### src/padb_regs.vh
// Address map constants for the physical address decoder
`ifndef PADB_REGS_VH
`define PADB_REGS_VH

// ============================================================
// Region codes (address bits 23:21)
`define PADB_REG_MAPPED      3'h0
`define PADB_REG_BOOT_ROM    3'h1
`define PADB_REG_SECOND_ROM  3'h2
`define PADB_REG_UART        3'h3
`define PADB_REG_TIMER       3'h4
`define PADB_REG_MAP_A       3'h5
`define PADB_REG_MAP_C       3'h6
`define PADB_REG_CONTEXT     3'h7

// ============================================================
// Peripheral register addresses, boot exit address and fixed reset values
`define PADB_SERIAL_CHANNEL_A_DATA    24'h600000
`define PADB_SERIAL_CHANNEL_A_COMMAND 24'h600002
`define PADB_SERIAL_CHANNEL_B_DATA    24'h600004
`define PADB_SERIAL_CHANNEL_B_COMMAND 24'h600006
`define PADB_TIMER_DATA_PORT          24'h800000
`define PADB_TIMER_COMMAND_PORT       24'h800002
`define PADB_BOOT_EXIT_ADDR           24'hE00000
`define PADB_ADDR_ZERO                24'h000000
`define PADB_IRQ_NONE                 3'h0

// ============================================================
// Field positions and sizes
`define PADB_REGION_HI       23
`define PADB_REGION_LO       21
`define PADB_PAGE_LO         11
`define PADB_OFFSET_HI       20
`define PADB_TIMER_SEL_BIT   1
`define PADB_RAM_LIMIT       24'h080000
`define PADB_MB_IO_BASE      24'h1F0000
`define PADB_MB_MEM_BASE     24'h100000
`define PADB_UART_SEL_HI     2
`define PADB_UART_SEL_LO     1

`endif

### src/padb_decoder.v
// Physical address decoder with boot-state redirection
`include "padb_regs.vh"

// Operation
// - Top three address bits pick one of eight 2-Mbyte regions; lowest is mapped.
// - 200000-3FFFFF selects boot ROM bank, except writes on second variant; 400000-5FFFFF selects second ROM bank.
// - 600000 region selects dual UART; A data/cmd 0/2, B data/cmd 4/6.
// - 800000 region selects timer; data at 800000, command at 800002.
// - A00000 region: page map on second variant, process id on first.
// - C00000 region: segment map on second variant, page map on first.
// - E00000 region selects context register on second variant.
// - Mapped space reaches RAM below 512K, or Multibus memory or I/O.
// - Map translates in 2-Kbyte page units.
// - Boot state from reset; reads and fetches in mapped space come from ROM.
// - Writes in mapped space during boot state still go through the map to RAM or Multibus.
// - Boot state blocks all interrupts, including the non-maskable level.
// - Exit write: E00000 on first variant, boot ROM region on second.
module padb_decoder #(
    parameter SECOND_GEN = 1
) (
    input  wire        sys_clk,
    input  wire        rst_n,
    input  wire        clk_en,
    input  wire [23:0] bus_addr,
    input  wire        bus_strobe,
    input  wire        bus_write,
    input  wire [2:0]  irq_level_in,
    input  wire [23:0] map_phys_addr,
    output reg  [23:0] target_addr,
    output wire        sel_ram,
    output wire        sel_boot_rom_bank,
    output wire        sel_second_rom_bank,
    output wire        sel_uart,
    output wire [1:0]  uart_reg_sel,
    output wire        sel_timer,
    output wire        timer_reg_sel,
    output wire        sel_page_map,
    output wire        sel_segment_map,
    output wire        sel_process_id_register,
    output wire        sel_context,
    output wire        sel_multibus_mem,
    output wire        sel_multibus_io,
    output wire [12:0] map_page_index,
    output reg  [2:0]  irq_level_out,
    output reg         boot_state
);

    // ============================================================
    // Region decode
    wire [2:0] region;
    wire       in_mapped;
    wire       is_gen2;
    wire       redirect;
    wire       exit_match;
    wire       exit_hit;

    assign region    = bus_addr[`PADB_REGION_HI:`PADB_REGION_LO];
    assign in_mapped = (region == `PADB_REG_MAPPED);
    assign is_gen2   = (SECOND_GEN != 0);
    assign redirect  = in_mapped && boot_state && !bus_write;

    // ============================================================
    // Page index handed to the map
    assign map_page_index = {3'h0, bus_addr[`PADB_OFFSET_HI:`PADB_PAGE_LO]};

    // ============================================================
    // Boot exit detection
    assign exit_match = is_gen2 ? (region == `PADB_REG_BOOT_ROM) : (bus_addr == `PADB_BOOT_EXIT_ADDR);
    assign exit_hit   = bus_strobe && bus_write && exit_match;

    // ============================================================
    // Next select values
    reg [23:0] next_target_addr;
    reg        next_ram;
    reg        next_boot_rom;
    reg        next_second_rom;
    reg        next_uart;
    reg        next_timer;
    reg        next_page_map;
    reg        next_segment_map;
    reg        next_process_id;
    reg        next_context;
    reg        next_mb_mem;
    reg        next_mb_io;
    wire [1:0] next_uart_reg;
    wire       next_timer_reg;

    always @* begin
        next_target_addr = bus_addr;
        next_ram         = 1'b0;
        next_boot_rom    = 1'b0;
        next_second_rom  = 1'b0;
        next_uart        = 1'b0;
        next_timer       = 1'b0;
        next_page_map    = 1'b0;
        next_segment_map = 1'b0;
        next_process_id  = 1'b0;
        next_context     = 1'b0;
        next_mb_mem      = 1'b0;
        next_mb_io       = 1'b0;
        if (bus_strobe) begin
            case (region)
                `PADB_REG_MAPPED: begin
                    if (redirect) begin
                        next_boot_rom    = 1'b1;
                        next_target_addr = {`PADB_REG_BOOT_ROM, bus_addr[`PADB_OFFSET_HI:0]};
                    end else if (map_phys_addr >= `PADB_MB_IO_BASE) begin
                        next_mb_io       = 1'b1;
                        next_target_addr = map_phys_addr - `PADB_MB_IO_BASE;
                    end else if (map_phys_addr >= `PADB_MB_MEM_BASE) begin
                        next_mb_mem      = 1'b1;
                        next_target_addr = map_phys_addr - `PADB_MB_MEM_BASE;
                    end else begin
                        next_ram         = (map_phys_addr < `PADB_RAM_LIMIT);
                        next_target_addr = map_phys_addr;
                    end
                end
                `PADB_REG_BOOT_ROM: begin
                    next_boot_rom = !(bus_write && is_gen2);
                end
                `PADB_REG_SECOND_ROM: begin
                    next_second_rom = 1'b1;
                end
                `PADB_REG_UART: begin
                    next_uart = 1'b1;
                end
                `PADB_REG_TIMER: begin
                    next_timer = 1'b1;
                end
                `PADB_REG_MAP_A: begin
                    next_page_map   = is_gen2;
                    next_process_id = !is_gen2;
                end
                `PADB_REG_MAP_C: begin
                    next_segment_map = is_gen2;
                    next_page_map    = !is_gen2;
                end
                `PADB_REG_CONTEXT: begin
                    next_context = is_gen2;
                end
                default: begin
                    next_ram = 1'b0;
                end
            endcase
        end
    end

    // ============================================================
    // Register selects within the peripherals
    assign next_uart_reg  = bus_addr[`PADB_UART_SEL_HI:`PADB_UART_SEL_LO];
    assign next_timer_reg = bus_addr[`PADB_TIMER_SEL_BIT];

    // ============================================================
    // Registered select outputs
    padb_sel_flop #(.WIDTH(1)) padb_sel_flop_ram_i (
        .sys_clk    (sys_clk),
        .rst_n      (rst_n),
        .clk_en     (clk_en),
        .next_value (next_ram),
        .value      (sel_ram)
    );

    padb_sel_flop #(.WIDTH(1)) padb_sel_flop_boot_rom_i (
        .sys_clk    (sys_clk),
        .rst_n      (rst_n),
        .clk_en     (clk_en),
        .next_value (next_boot_rom),
        .value      (sel_boot_rom_bank)
    );

    padb_sel_flop #(.WIDTH(1)) padb_sel_flop_second_rom_i (
        .sys_clk    (sys_clk),
        .rst_n      (rst_n),
        .clk_en     (clk_en),
        .next_value (next_second_rom),
        .value      (sel_second_rom_bank)
    );

    padb_sel_flop #(.WIDTH(1)) padb_sel_flop_uart_i (
        .sys_clk    (sys_clk),
        .rst_n      (rst_n),
        .clk_en     (clk_en),
        .next_value (next_uart),
        .value      (sel_uart)
    );

    padb_sel_flop #(.WIDTH(2)) padb_sel_flop_uart_reg_i (
        .sys_clk    (sys_clk),
        .rst_n      (rst_n),
        .clk_en     (clk_en),
        .next_value (next_uart_reg),
        .value      (uart_reg_sel)
    );

    padb_sel_flop #(.WIDTH(1)) padb_sel_flop_timer_i (
        .sys_clk    (sys_clk),
        .rst_n      (rst_n),
        .clk_en     (clk_en),
        .next_value (next_timer),
        .value      (sel_timer)
    );

    padb_sel_flop #(.WIDTH(1)) padb_sel_flop_timer_reg_i (
        .sys_clk    (sys_clk),
        .rst_n      (rst_n),
        .clk_en     (clk_en),
        .next_value (next_timer_reg),
        .value      (timer_reg_sel)
    );

    padb_sel_flop #(.WIDTH(1)) padb_sel_flop_page_map_i (
        .sys_clk    (sys_clk),
        .rst_n      (rst_n),
        .clk_en     (clk_en),
        .next_value (next_page_map),
        .value      (sel_page_map)
    );

    padb_sel_flop #(.WIDTH(1)) padb_sel_flop_segment_map_i (
        .sys_clk    (sys_clk),
        .rst_n      (rst_n),
        .clk_en     (clk_en),
        .next_value (next_segment_map),
        .value      (sel_segment_map)
    );

    padb_sel_flop #(.WIDTH(1)) padb_sel_flop_process_id_i (
        .sys_clk    (sys_clk),
        .rst_n      (rst_n),
        .clk_en     (clk_en),
        .next_value (next_process_id),
        .value      (sel_process_id_register)
    );

    padb_sel_flop #(.WIDTH(1)) padb_sel_flop_context_i (
        .sys_clk    (sys_clk),
        .rst_n      (rst_n),
        .clk_en     (clk_en),
        .next_value (next_context),
        .value      (sel_context)
    );

    padb_sel_flop #(.WIDTH(1)) padb_sel_flop_mb_mem_i (
        .sys_clk    (sys_clk),
        .rst_n      (rst_n),
        .clk_en     (clk_en),
        .next_value (next_mb_mem),
        .value      (sel_multibus_mem)
    );

    padb_sel_flop #(.WIDTH(1)) padb_sel_flop_mb_io_i (
        .sys_clk    (sys_clk),
        .rst_n      (rst_n),
        .clk_en     (clk_en),
        .next_value (next_mb_io),
        .value      (sel_multibus_io)
    );

    // ============================================================
    // Target address
    always @(posedge sys_clk or negedge rst_n) begin
        if (!rst_n) begin
            target_addr <= `PADB_ADDR_ZERO;
        end else if (clk_en) begin
            target_addr <= next_target_addr;
        end
    end

    // ============================================================
    // Boot state flag
    always @(posedge sys_clk or negedge rst_n) begin
        if (!rst_n) begin
            boot_state <= 1'b1;
        end else if (clk_en) begin
            if (exit_hit) begin
                boot_state <= 1'b0;
            end
        end
    end

    // ============================================================
    // Interrupt gate
    always @(posedge sys_clk or negedge rst_n) begin
        if (!rst_n) begin
            irq_level_out <= `PADB_IRQ_NONE;
        end else if (clk_en) begin
            if (boot_state && !exit_hit) begin
                irq_level_out <= `PADB_IRQ_NONE;
            end else begin
                irq_level_out <= irq_level_in;
            end
        end
    end

endmodule // padb_decoder

// ============================================================
// One registered select with clock enable
module padb_sel_flop #(
    parameter WIDTH = 1
) (
    input  wire             sys_clk,
    input  wire             rst_n,
    input  wire             clk_en,
    input  wire [WIDTH-1:0] next_value,
    output reg  [WIDTH-1:0] value
);

    always @(posedge sys_clk or negedge rst_n) begin
        if (!rst_n) begin
            value <= {WIDTH{1'b0}};
        end else if (clk_en) begin
            value <= next_value;
        end
    end

endmodule // padb_sel_flop

### config.mk
export PLATFORM = sky130hd
export DESIGN_NAME = padb_decoder
export DESIGN_NICKNAME = d
export VERILOG_FILES = /design/src/padb_decoder.v
export VERILOG_INCLUDE_DIRS = /design/src
export SDC_FILE = /design/constraint.sdc
export NUM_CORES = 1
export LEC_CHECK = 0
export BUFFER_PORTS_ARGS = -buffer_cell sky130_fd_sc_hd__buf_2
export CORE_MARGIN = 2
export CORE_UTILIZATION = 49
export DETAILED_ROUTE_END_ITERATION = 16
export PLACE_DENSITY = 0.84
export SLEW_MARGIN = 20
export SYNTH_ARGS = -nofsm -noshare
export SYNTH_HDL_FRONTEND = slang
export SYNTH_SLANG_ARGS = --single-unit
### constraint.sdc
create_clock -name sys_clk -period 2.5 [get_ports sys_clk]
set_clock_uncertainty 0.2 [all_clocks]
set_input_delay 0.25 -clock sys_clk [delete_from_list [all_inputs] [get_ports sys_clk]]
set_output_delay 0.25 -clock sys_clk [all_outputs]
set_load 0.02 [all_outputs]
[Yosys cells after proc, flatten, opt, wreduce, memory -nomap -nowiden]
Cells that the tools add are included.
Cells by class
  $add $sub $neg: 2
  multipliers: 0
  divide/modulo/power cells: 0
  order comparisons: 3
  equal/unequal tests: 7
  shift-type cells: 0
  muxes and demuxes: 35
  bitwise gates (word level): 0
  reductions and logical operators: 9
Operator list (number)
  two-way mux 24 bit: 5
  greater-or-equal comparator 24 x 21 -> 1 bit, second input constant: 2
  subtractor 24 x 21 -> 24 bit, second input constant: 2
  two-way mux 1 bit: 28
  less-than comparator 24 x 20 -> 1 bit, second input constant: 1
  == test 3 bit, second input constant: 4
  == test 3 x 2 -> 1 bit, second input constant: 2
  logical AND 1 bit: 5
  == test 3 x 1 -> 1 bit, second input constant: 1
  zero test 3 bit: 1
  two-way mux 3 bit: 1
  zero test 1 bit: 2
  one-hot mux 1 bit (2 select lines): 1
  AND reduction 2 bit: 1
Storage, ports and cells
  register bits after elaboration: 41
  bits in latches: 0
  bits in writable memories: 0
  bits in read-only memories: 0
  input bits: 56
  logic and storage cells: 71
  memories: 0

[Longest topological paths before layout]
Gate-level depths: netlist of the first run.
  depth in word-level cells: 6
  depth in mapped cells: 7

[Hierarchy]
From an unflattened synthesis of the first run, not the netlist that was laid out.
Second synthesis, totals
  cell total of the unflattened synthesis: 257
  area, all modules: 2419.8 um^2
By module, submodules not included
  padb_decoder: instances 1, cells an instance 229, area an instance 1866.8 um^2, sequential area each 701.9 um^2
  padb_sel_flop (padb_sel_flop_boot_rom_i ...): instances 12, cells an instance 2, area an instance 40.0 um^2, sequential area each 25.0 um^2
  padb_sel_flop (padb_sel_flop_uart_reg_i): instances 1, cells an instance 4, area an instance 72.6 um^2, sequential area each 50.0 um^2

[Worst setup path after synthesis of the first run]
No wires, ideal clock.
  kind: input port to flip-flop
  start point: input bus_addr[22]
  end point: register target_addr[11]
  arrival time: 1.467 ns
  slack: 0.696 ns
  stages on the path: 5
  path buffers: 1
  cells stage by stage: or3b_4 -> nor3_4 -> buf_6 -> mux2i_1 -> a21oi_1
On the way
  longest elaborated chain between the ends: 6
RTL lines
  from (decl): RTL line padb_decoder.v:24  | input wire [23:0] bus_addr,
  zero test 3 bit (*): RTL line padb_decoder.v:102  | case (region)
  logical AND 1 bit (2 in a row): RTL line padb_decoder.v:60  | assign redirect = in_mapped && boot_state && !bus_write;
  two-way mux 24 bit: RTL line padb_decoder.v:104  | if (redirect) begin
  two-way mux 24 bit (*): RTL line padb_decoder.v:102
  two-way mux 24 bit (*): RTL line padb_decoder.v:101  | if (bus_strobe) begin
  to (signal assigned): RTL line padb_decoder.v:263  | target_addr <= `PADB_ADDR_ZERO;
  to (signal assigned): RTL line padb_decoder.v:265  | target_addr <= next_target_addr;
  to (decl): RTL line padb_decoder.v:29  | output reg [23:0] target_addr,
Mark *: on every way between the ends. The rest lies on a longest branch, timed or not.
A chain may end at the register's enable or synchronous reset.

[Worst setup path after layout of the first run]
  start point: input bus_write
  end point: register target_addr[17]
On the way
  longest elaborated chain between the ends: 5
RTL lines
  from (decl): RTL line padb_decoder.v:26  | input wire bus_write,
  zero test 1 bit: RTL line padb_decoder.v:60
  logical AND 1 bit: RTL line padb_decoder.v:60
  two-way mux 24 bit: RTL line padb_decoder.v:104
  two-way mux 24 bit: RTL line padb_decoder.v:102
  two-way mux 24 bit: RTL line padb_decoder.v:101
No other way between the ends.

==> results of run 1 <==
metal layers:
layer | part of all wire [%] | up-vias
met5 | 0 | -
met4 | 0.72 | 0
met3 | 6.8 | 4
met2 | 49 | 89
met1 | 44 | 972
li1 | - | 1015
cell type report:
cell class / instances / area share, %
clock inverter: 1 / 0.265
tap: 52 / 2.30
multi-input combinational: 163 / 36.8
sequential: 40 / 35.4
timing repair buffer: 113 / 20.8
clock buffer: 7 / 3.05
inverter: 10 / 1.33
state kept, by name, summed over array words and instances (netlist names):
signal,count
target_addr,24
irq_level_out,3
padb_sel_flop_uart_reg_i.value,2
boot_state,1
padb_sel_flop_boot_rom_i.value,1
padb_sel_flop_context_i.value,1
padb_sel_flop_mb_io_i.value,1
padb_sel_flop_mb_mem_i.value,1
padb_sel_flop_page_map_i.value,1
padb_sel_flop_ram_i.value,1
padb_sel_flop_second_rom_i.value,1
padb_sel_flop_segment_map_i.value,1
padb_sel_flop_timer_i.value,1
padb_sel_flop_uart_i.value,1
repair_timing:
item                                   4_1_cts  5_1_grt
setup buffers                                0        0
hold buffers                                 3        0
resized for setup                            0        0
endpoints found under the hold margin       41        0
kinds of logic (layout without fill, tap and decap cells):
| kind of cell | count (synthesis) | in the layout | synth area share (%) |
|---|---|---|---|
| compound gates | 53 | 53 | 14.7 |
| xor+xnor | 4 | 4 | 1.57 |
| fa+ha+maj | 4 | 4 | 2.24 |
| buf+inv | 35 | 131 | 9.06 |
| flops | 40 | 40 | 44.8 |
| mux | 22 | 22 | 9.96 |
| other cells | 1 | 4 | 0.168 |
| simple gates | 76 | 76 | 17.6 |
where the power goes:
part           switching, mW  leakage (nW)  internal [mW]  total [mW]
clock network          0.229        0.0445          0.224       0.453
logic                  0.224         0.830          0.134       0.358
registers             0.0272         0.481          0.698       0.725
cell usage after synthesis (3+ instances only):
cell / instances / area share, %
o21ai_0: 10 / 2.2
nor3_1: 3 / 0.67
xnor2_1: 3 / 1.2
inv_1: 10 / 1.7
nand3_1: 3 / 0.67
nor2_1: 27 / 4.5
o2bb2ai_1: 6 / 2.3
dfrtp_1: 39 / 44
nor2b_1: 3 / 0.84
nand4_1: 8 / 2.2
nand2_1: 15 / 2.5
clkbuf_1: 8 / 1.3
mux2i_1: 20 / 8.9
a21oi_1: 24 / 5.4
buf_4: 15 / 5.0
ha_1: 4 / 2.2
nor4_1: 3 / 0.84
worst max-delay path, stage by stage:
cell,delay (ps)
dlygate4sd3_1,540
buf_2,140
nor2b_1,240
nor3_4,80
buf_4,200
o21ai_0,160
a21oi_1,50
a21o_1,160
through the flow:
step / total power, mW / std cells / worst slack [ps] / area [sq um]
floorplan: 0.952 / 238 / 696 / 2250
global placement: 1.09 / 375 / 499 / 2710
detailed placement: 1.09 / 375 / 451 / 2710
CTS: 1.54 / 386 / 662 / 2830
global route: 1.61 / 386 / 567 / 2830
finish: 1.54 / 386 / 661 / 2830
worst max path at each step:
| stage | end | startpoint | depth (start not counted) |
|---|---|---|---|
| 3_3_place_gp | target_addr[20] | map_phys_addr[21] | 8 |
| 4_1_cts | target_addr[17] | bus_write | 8 |
| 2_1_floorplan | target_addr[11] | bus_addr[22] | 5 |
| 3_5_place_dp | target_addr[19] | map_phys_addr[21] | 8 |
| 6_report | target_addr[17] | bus_write | 8 |
| 5_1_grt | target_addr[19] | map_phys_addr[21] | 8 |
==> metrics.yaml, run 1 <==
timing:
  worstMarginPinSlew_ps: 877
  slew_headroom_pct: 41.6
  period_minus_slack_ps: 1840
  slew_violations: 0
  worst_hold_slack_ps: 0.778
  hold_violations: 0
  post-route-period-util_pct: 73.6
  setup_violations: 0
  max_freq_ghz: 0.544
  rsz0062_at_grt: "false"
  fin_tns_setup_ps: 0
power:
  power_density_nw_per_um2: 542
  ir_drop_uv: 328
  p_leak_nw: 1.36
global_routing:
  grtUsageMet2_pct: 34.5
  grt_use_total_pct: 21.4
  grt_pass1_wl_mm: 8.76
  antenna_found_initial: 0
  grt_max_degree: 41
  busiest_layer: "met2"
  use_met3_pct: 4.50
  grt_pass1_vias: 1898
  met1_usage_pct: 30.3
  gr-total-overflow: 0
logic_synthesis:
  yosysWarnings: 0
  ys_types: 44
  synth_cells: 235
  synth-seq-area-share_pct: 44.8
  synth_enable_flop_cells: 0
  netlist_area_sq_um: 2240
  async_flop_share_pct: 100
  ys_ff_latch: 40
  avgSynthCellArea_sq_um: 9.52
  synth_ff_type: "dfrtp_1"
run:
  cap_viol_max_count: 0
placed_design:
  io_buffers: 106
  dp_hpwl_mm: 4.08
  gp_congestion: 0.989
hold_path:
  min_path_cells: 3
  min-delay-start: "irq_level_in[0]"
  hp-class: "in -> reg"
  holdPathEnd: "irq_level_out[0]"
finish:
  fillCellCount: 367
  area.growth.synth_to_final_pct: 26.6
  post-route-util_pct: 64.6
  drive_above_1_share_pct: 37.4
  final_common_cell: "buf_2"
  multi_input_area_sq_um: 1040
  num_antenna_cells: 0
  register_area_sq_um: 1000
  fin_nets: 393
  mostFrequentLayoutCells: "buf_2 (106), dfrtp_1 (39), nor2_1 (27)"
setup_path:
  crit_arrival_ps: 1820
  rr_endpoint: "target_addr[17]"
  worstSetupPathType: "in -> reg"
  worstRegToRegCells: 6
  end_kind: "flop"
  worstPathRequired_ps: 2480
  cp_max_fo: 13
  startpoint_type: "input pin"
  r2r_start: "boot_state"
  rrSetupSlack_ps: 700
clock_network:
  clockRootBuffer: "clkbuf_8"
  cts_sinks: 40
  clk_pin_slew_worst_paths_ps: 80
  cts_made_buffers: 5
  clk_latency_ps: 290
  cts_buffer_depth: 2
  htreeDepth: 2
  cts_tree: "built"
floorplan:
  start_util_pct: 51.0
  die_width_um: 71.6
  rows: 24
  chipHeight_um: 71.6
  io_pins: 111
  coreArea_sq_um: 4380
  dieArea_sq_um: 5120
drt:
  routed_wl_mm: 5.42
  dr.first_iter.drc_count: 168
  viasPerCell: 5.39
  via_count: 2080
  detail_route.wl_per_cell_um: 14.0
  drtPass1Iterations: 4
  drc: 0
  ant_nets: 0
status:
  outcome: "finished clean"
(Power assumes the default switching activity.)
==> run 2: changes to the inputs <==
Settings changed: CORE_UTILIZATION 49 to 41, PLACE_DENSITY 0.84 to 0.75.
Clock period 2.5 ns to 1.6 ns, I/O delays scaled along.
==> run 2 against run 1 <==
Net effect: the run now ends with negative setup slack left; total power grew 77%; combinational power increased by 110%; global-route usage rose by 2.7 points; clock power is 83% higher; flip-flop and latch count stayed put; non-clock buffer count grew 65; wire length increased by 46%; critical endpoint unchanged; largest cell class is now buffers.
==> metrics.yaml, run 2 (synthesis results as in run 1) <==
status:
  outcome: "finished, violations left"
  failed_checks: "negative setup slack"
placed_design:
  gp_congestion: 0.912
  dp_hpwl_mm: 4.74
  placed_area_sq_um: 3000
  dp.cells: 423
  pre_cts_slack_ps: -186
  io_buffers: 106
finish:
  area.growth.synth_to_final_pct: 61.1
  num_antenna_cells: 0
  layout.cells.non_filler: 469
  top_register: "target_addr"
  design_area_sq_um: 3600
  largest_reg_flops: 24
  drive_above_1_share_pct: 43.6
  fin_nets: 458
  fillCellCount: 392
  mostFrequentLayoutCells: "buf_2 (106), dfrtp_1 (39), dlygate4sd3_1 (34)"
  post-route-util_pct: 69.7
  top_regs: "target_addr (24), irq_level_out (3), padb_sel_flop_uart_reg_i.value (2)"
  final_common_cell: "buf_2"
clock_network:
  cts_made_buffers: 5
  cts_sinks: 40
  clk_latency_ps: 290
  cts_buffer_depth: 2
  htreeDepth: 2
  cts_tree: "built"
  clk_pin_slew_worst_paths_ps: 80
  clockRootBuffer: "clkbuf_8"
setup_path:
  crit_chain: "nor2b_4 -> nor3_4 -> buf_12 -> buf_12 -> o21ai_4 -> a21oi_2 -> a21o_1"
  worstPathRequired_ps: 1580
  crit_family: "flip-flops"
  critical_path_buf_inv_count: 2
  slowest_delay_ps: 540
  end_kind: "flop"
  startpoint_type: "flop"
  crit_path_frequent_cell: "buf_12"
  cp_max_fo: 6
  crit_arrival_ps: 1650
  crit_slowest_cell: "dfstp_2"
  worstSetupPathType: "reg -> reg"
timing:
  timing.final.ws_setup_ps: -64.3
  rsz0062_at_grt: "true"
  slew_violations: 0
  worstMarginPinSlew_ps: 517
  fin_tns_setup_ps: -523
  period_minus_slack_ps: 1660
  worst_hold_slack_ps: 4.73
  slew_headroom_pct: 65.5
  setup_violations: 19
  max_freq_ghz: 0.601
  hold_violations: 0
  post-route-period-util_pct: 104
global_routing:
  grt_pass1_wl_mm: 11.5
  grtUsageMet2_pct: 40.9
  grt_use_total_pct: 24.1
  use_met3_pct: 4.77
  grt_pass1_vias: 2381
  met1_usage_pct: 30.2
  busiest_layer: "met2"
  grt_max_degree: 46
  antenna_found_initial: 0
  gr-total-overflow: 0
drt:
  detail_route.wl_per_cell_um: 16.8
  routed_wl_mm: 7.90
  viasPerCell: 5.22
  drc: 0
  ant_nets: 0
  dr.first_iter.drc_count: 177
  drtPass1Iterations: 4
  via_count: 2446
floorplan:
  coreArea_sq_um: 5170
  chipHeight_um: 77.9
  dieArea_sq_um: 6060
  rows: 26
  io_pins: 111
  start_util_pct: 43.3
  die_width_um: 77.9
hold_path:
  hp-class: "in -> reg"
run:
  cap_viol_max_count: 0
power:
  power_density_nw_per_um2: 752
  p_leak_nw: 1.71
  ir_drop_uv: 512
  p_total_mw: 2.71
==> run 2: worst reg2reg max path, cell delays in order (launching register included) <==
cell and delay, ps:
dfstp_2 540, nor2b_4 170, nor3_4 50, buf_12 130, buf_12 140, o21ai_4 120, a21oi_2 50, a21o_1 150
==> run 2: repair_timing <==
item	in CTS	in global routing
cloned	0	2
endpoints found under the hold margin	63	0
pin swaps	1	6
hold buffers	34	0
setup endpoints to repair	4	22
setup buffers	0	4
resized for setup	1	17
==> run 2: final cells by class <==
type                    instances  area [sq um]  share of cell area [%]
repair buffers                178          1240                    34.4
well taps                      70          87.6                    2.43
clock inverters                 3          42.5                    1.18
multi-input cells             163          1120                    31.2
inverters                      10          37.5                    1.04
clock buffers                   5          68.8                    1.91
flip-flops and latches         40          1000                    27.8
==> run 2: where the power goes <==
group	switching, mW	internal, mW
Sequential	0.0472	1.09
Clock	0.366	0.462
Combinational	0.421	0.326
==> run 2: final timing paths <==
path                       slack [ps]  cells past startpoint                             end                      startpoint
min                                 5                      3                 target_addr[22]                          clk_en
max                               -60                      7                 target_addr[17]                      boot_state
min in group asynchronous         140                      2  padb_sel_flop_boot_rom_i.value                           rst_n
max in group asynchronous         510                      3                      boot_state                           rst_n
max reg2reg                       -60                      7                 target_addr[17]                      boot_state
min reg2reg                       280                      2  padb_sel_flop_boot_rom_i.value  padb_sel_flop_boot_rom_i.value
==> run 2: routing by layer <==
| metal | part of all wire, % | vias to the layer above |
|---|---|---|
| met4 | 3.8 | 0 |
| met2 | 50 | 124 |
| met3 | 6.5 | 28 |
| li1 | - | 1135 |
| met5 | 0 | - |
| met1 | 39 | 1159 |
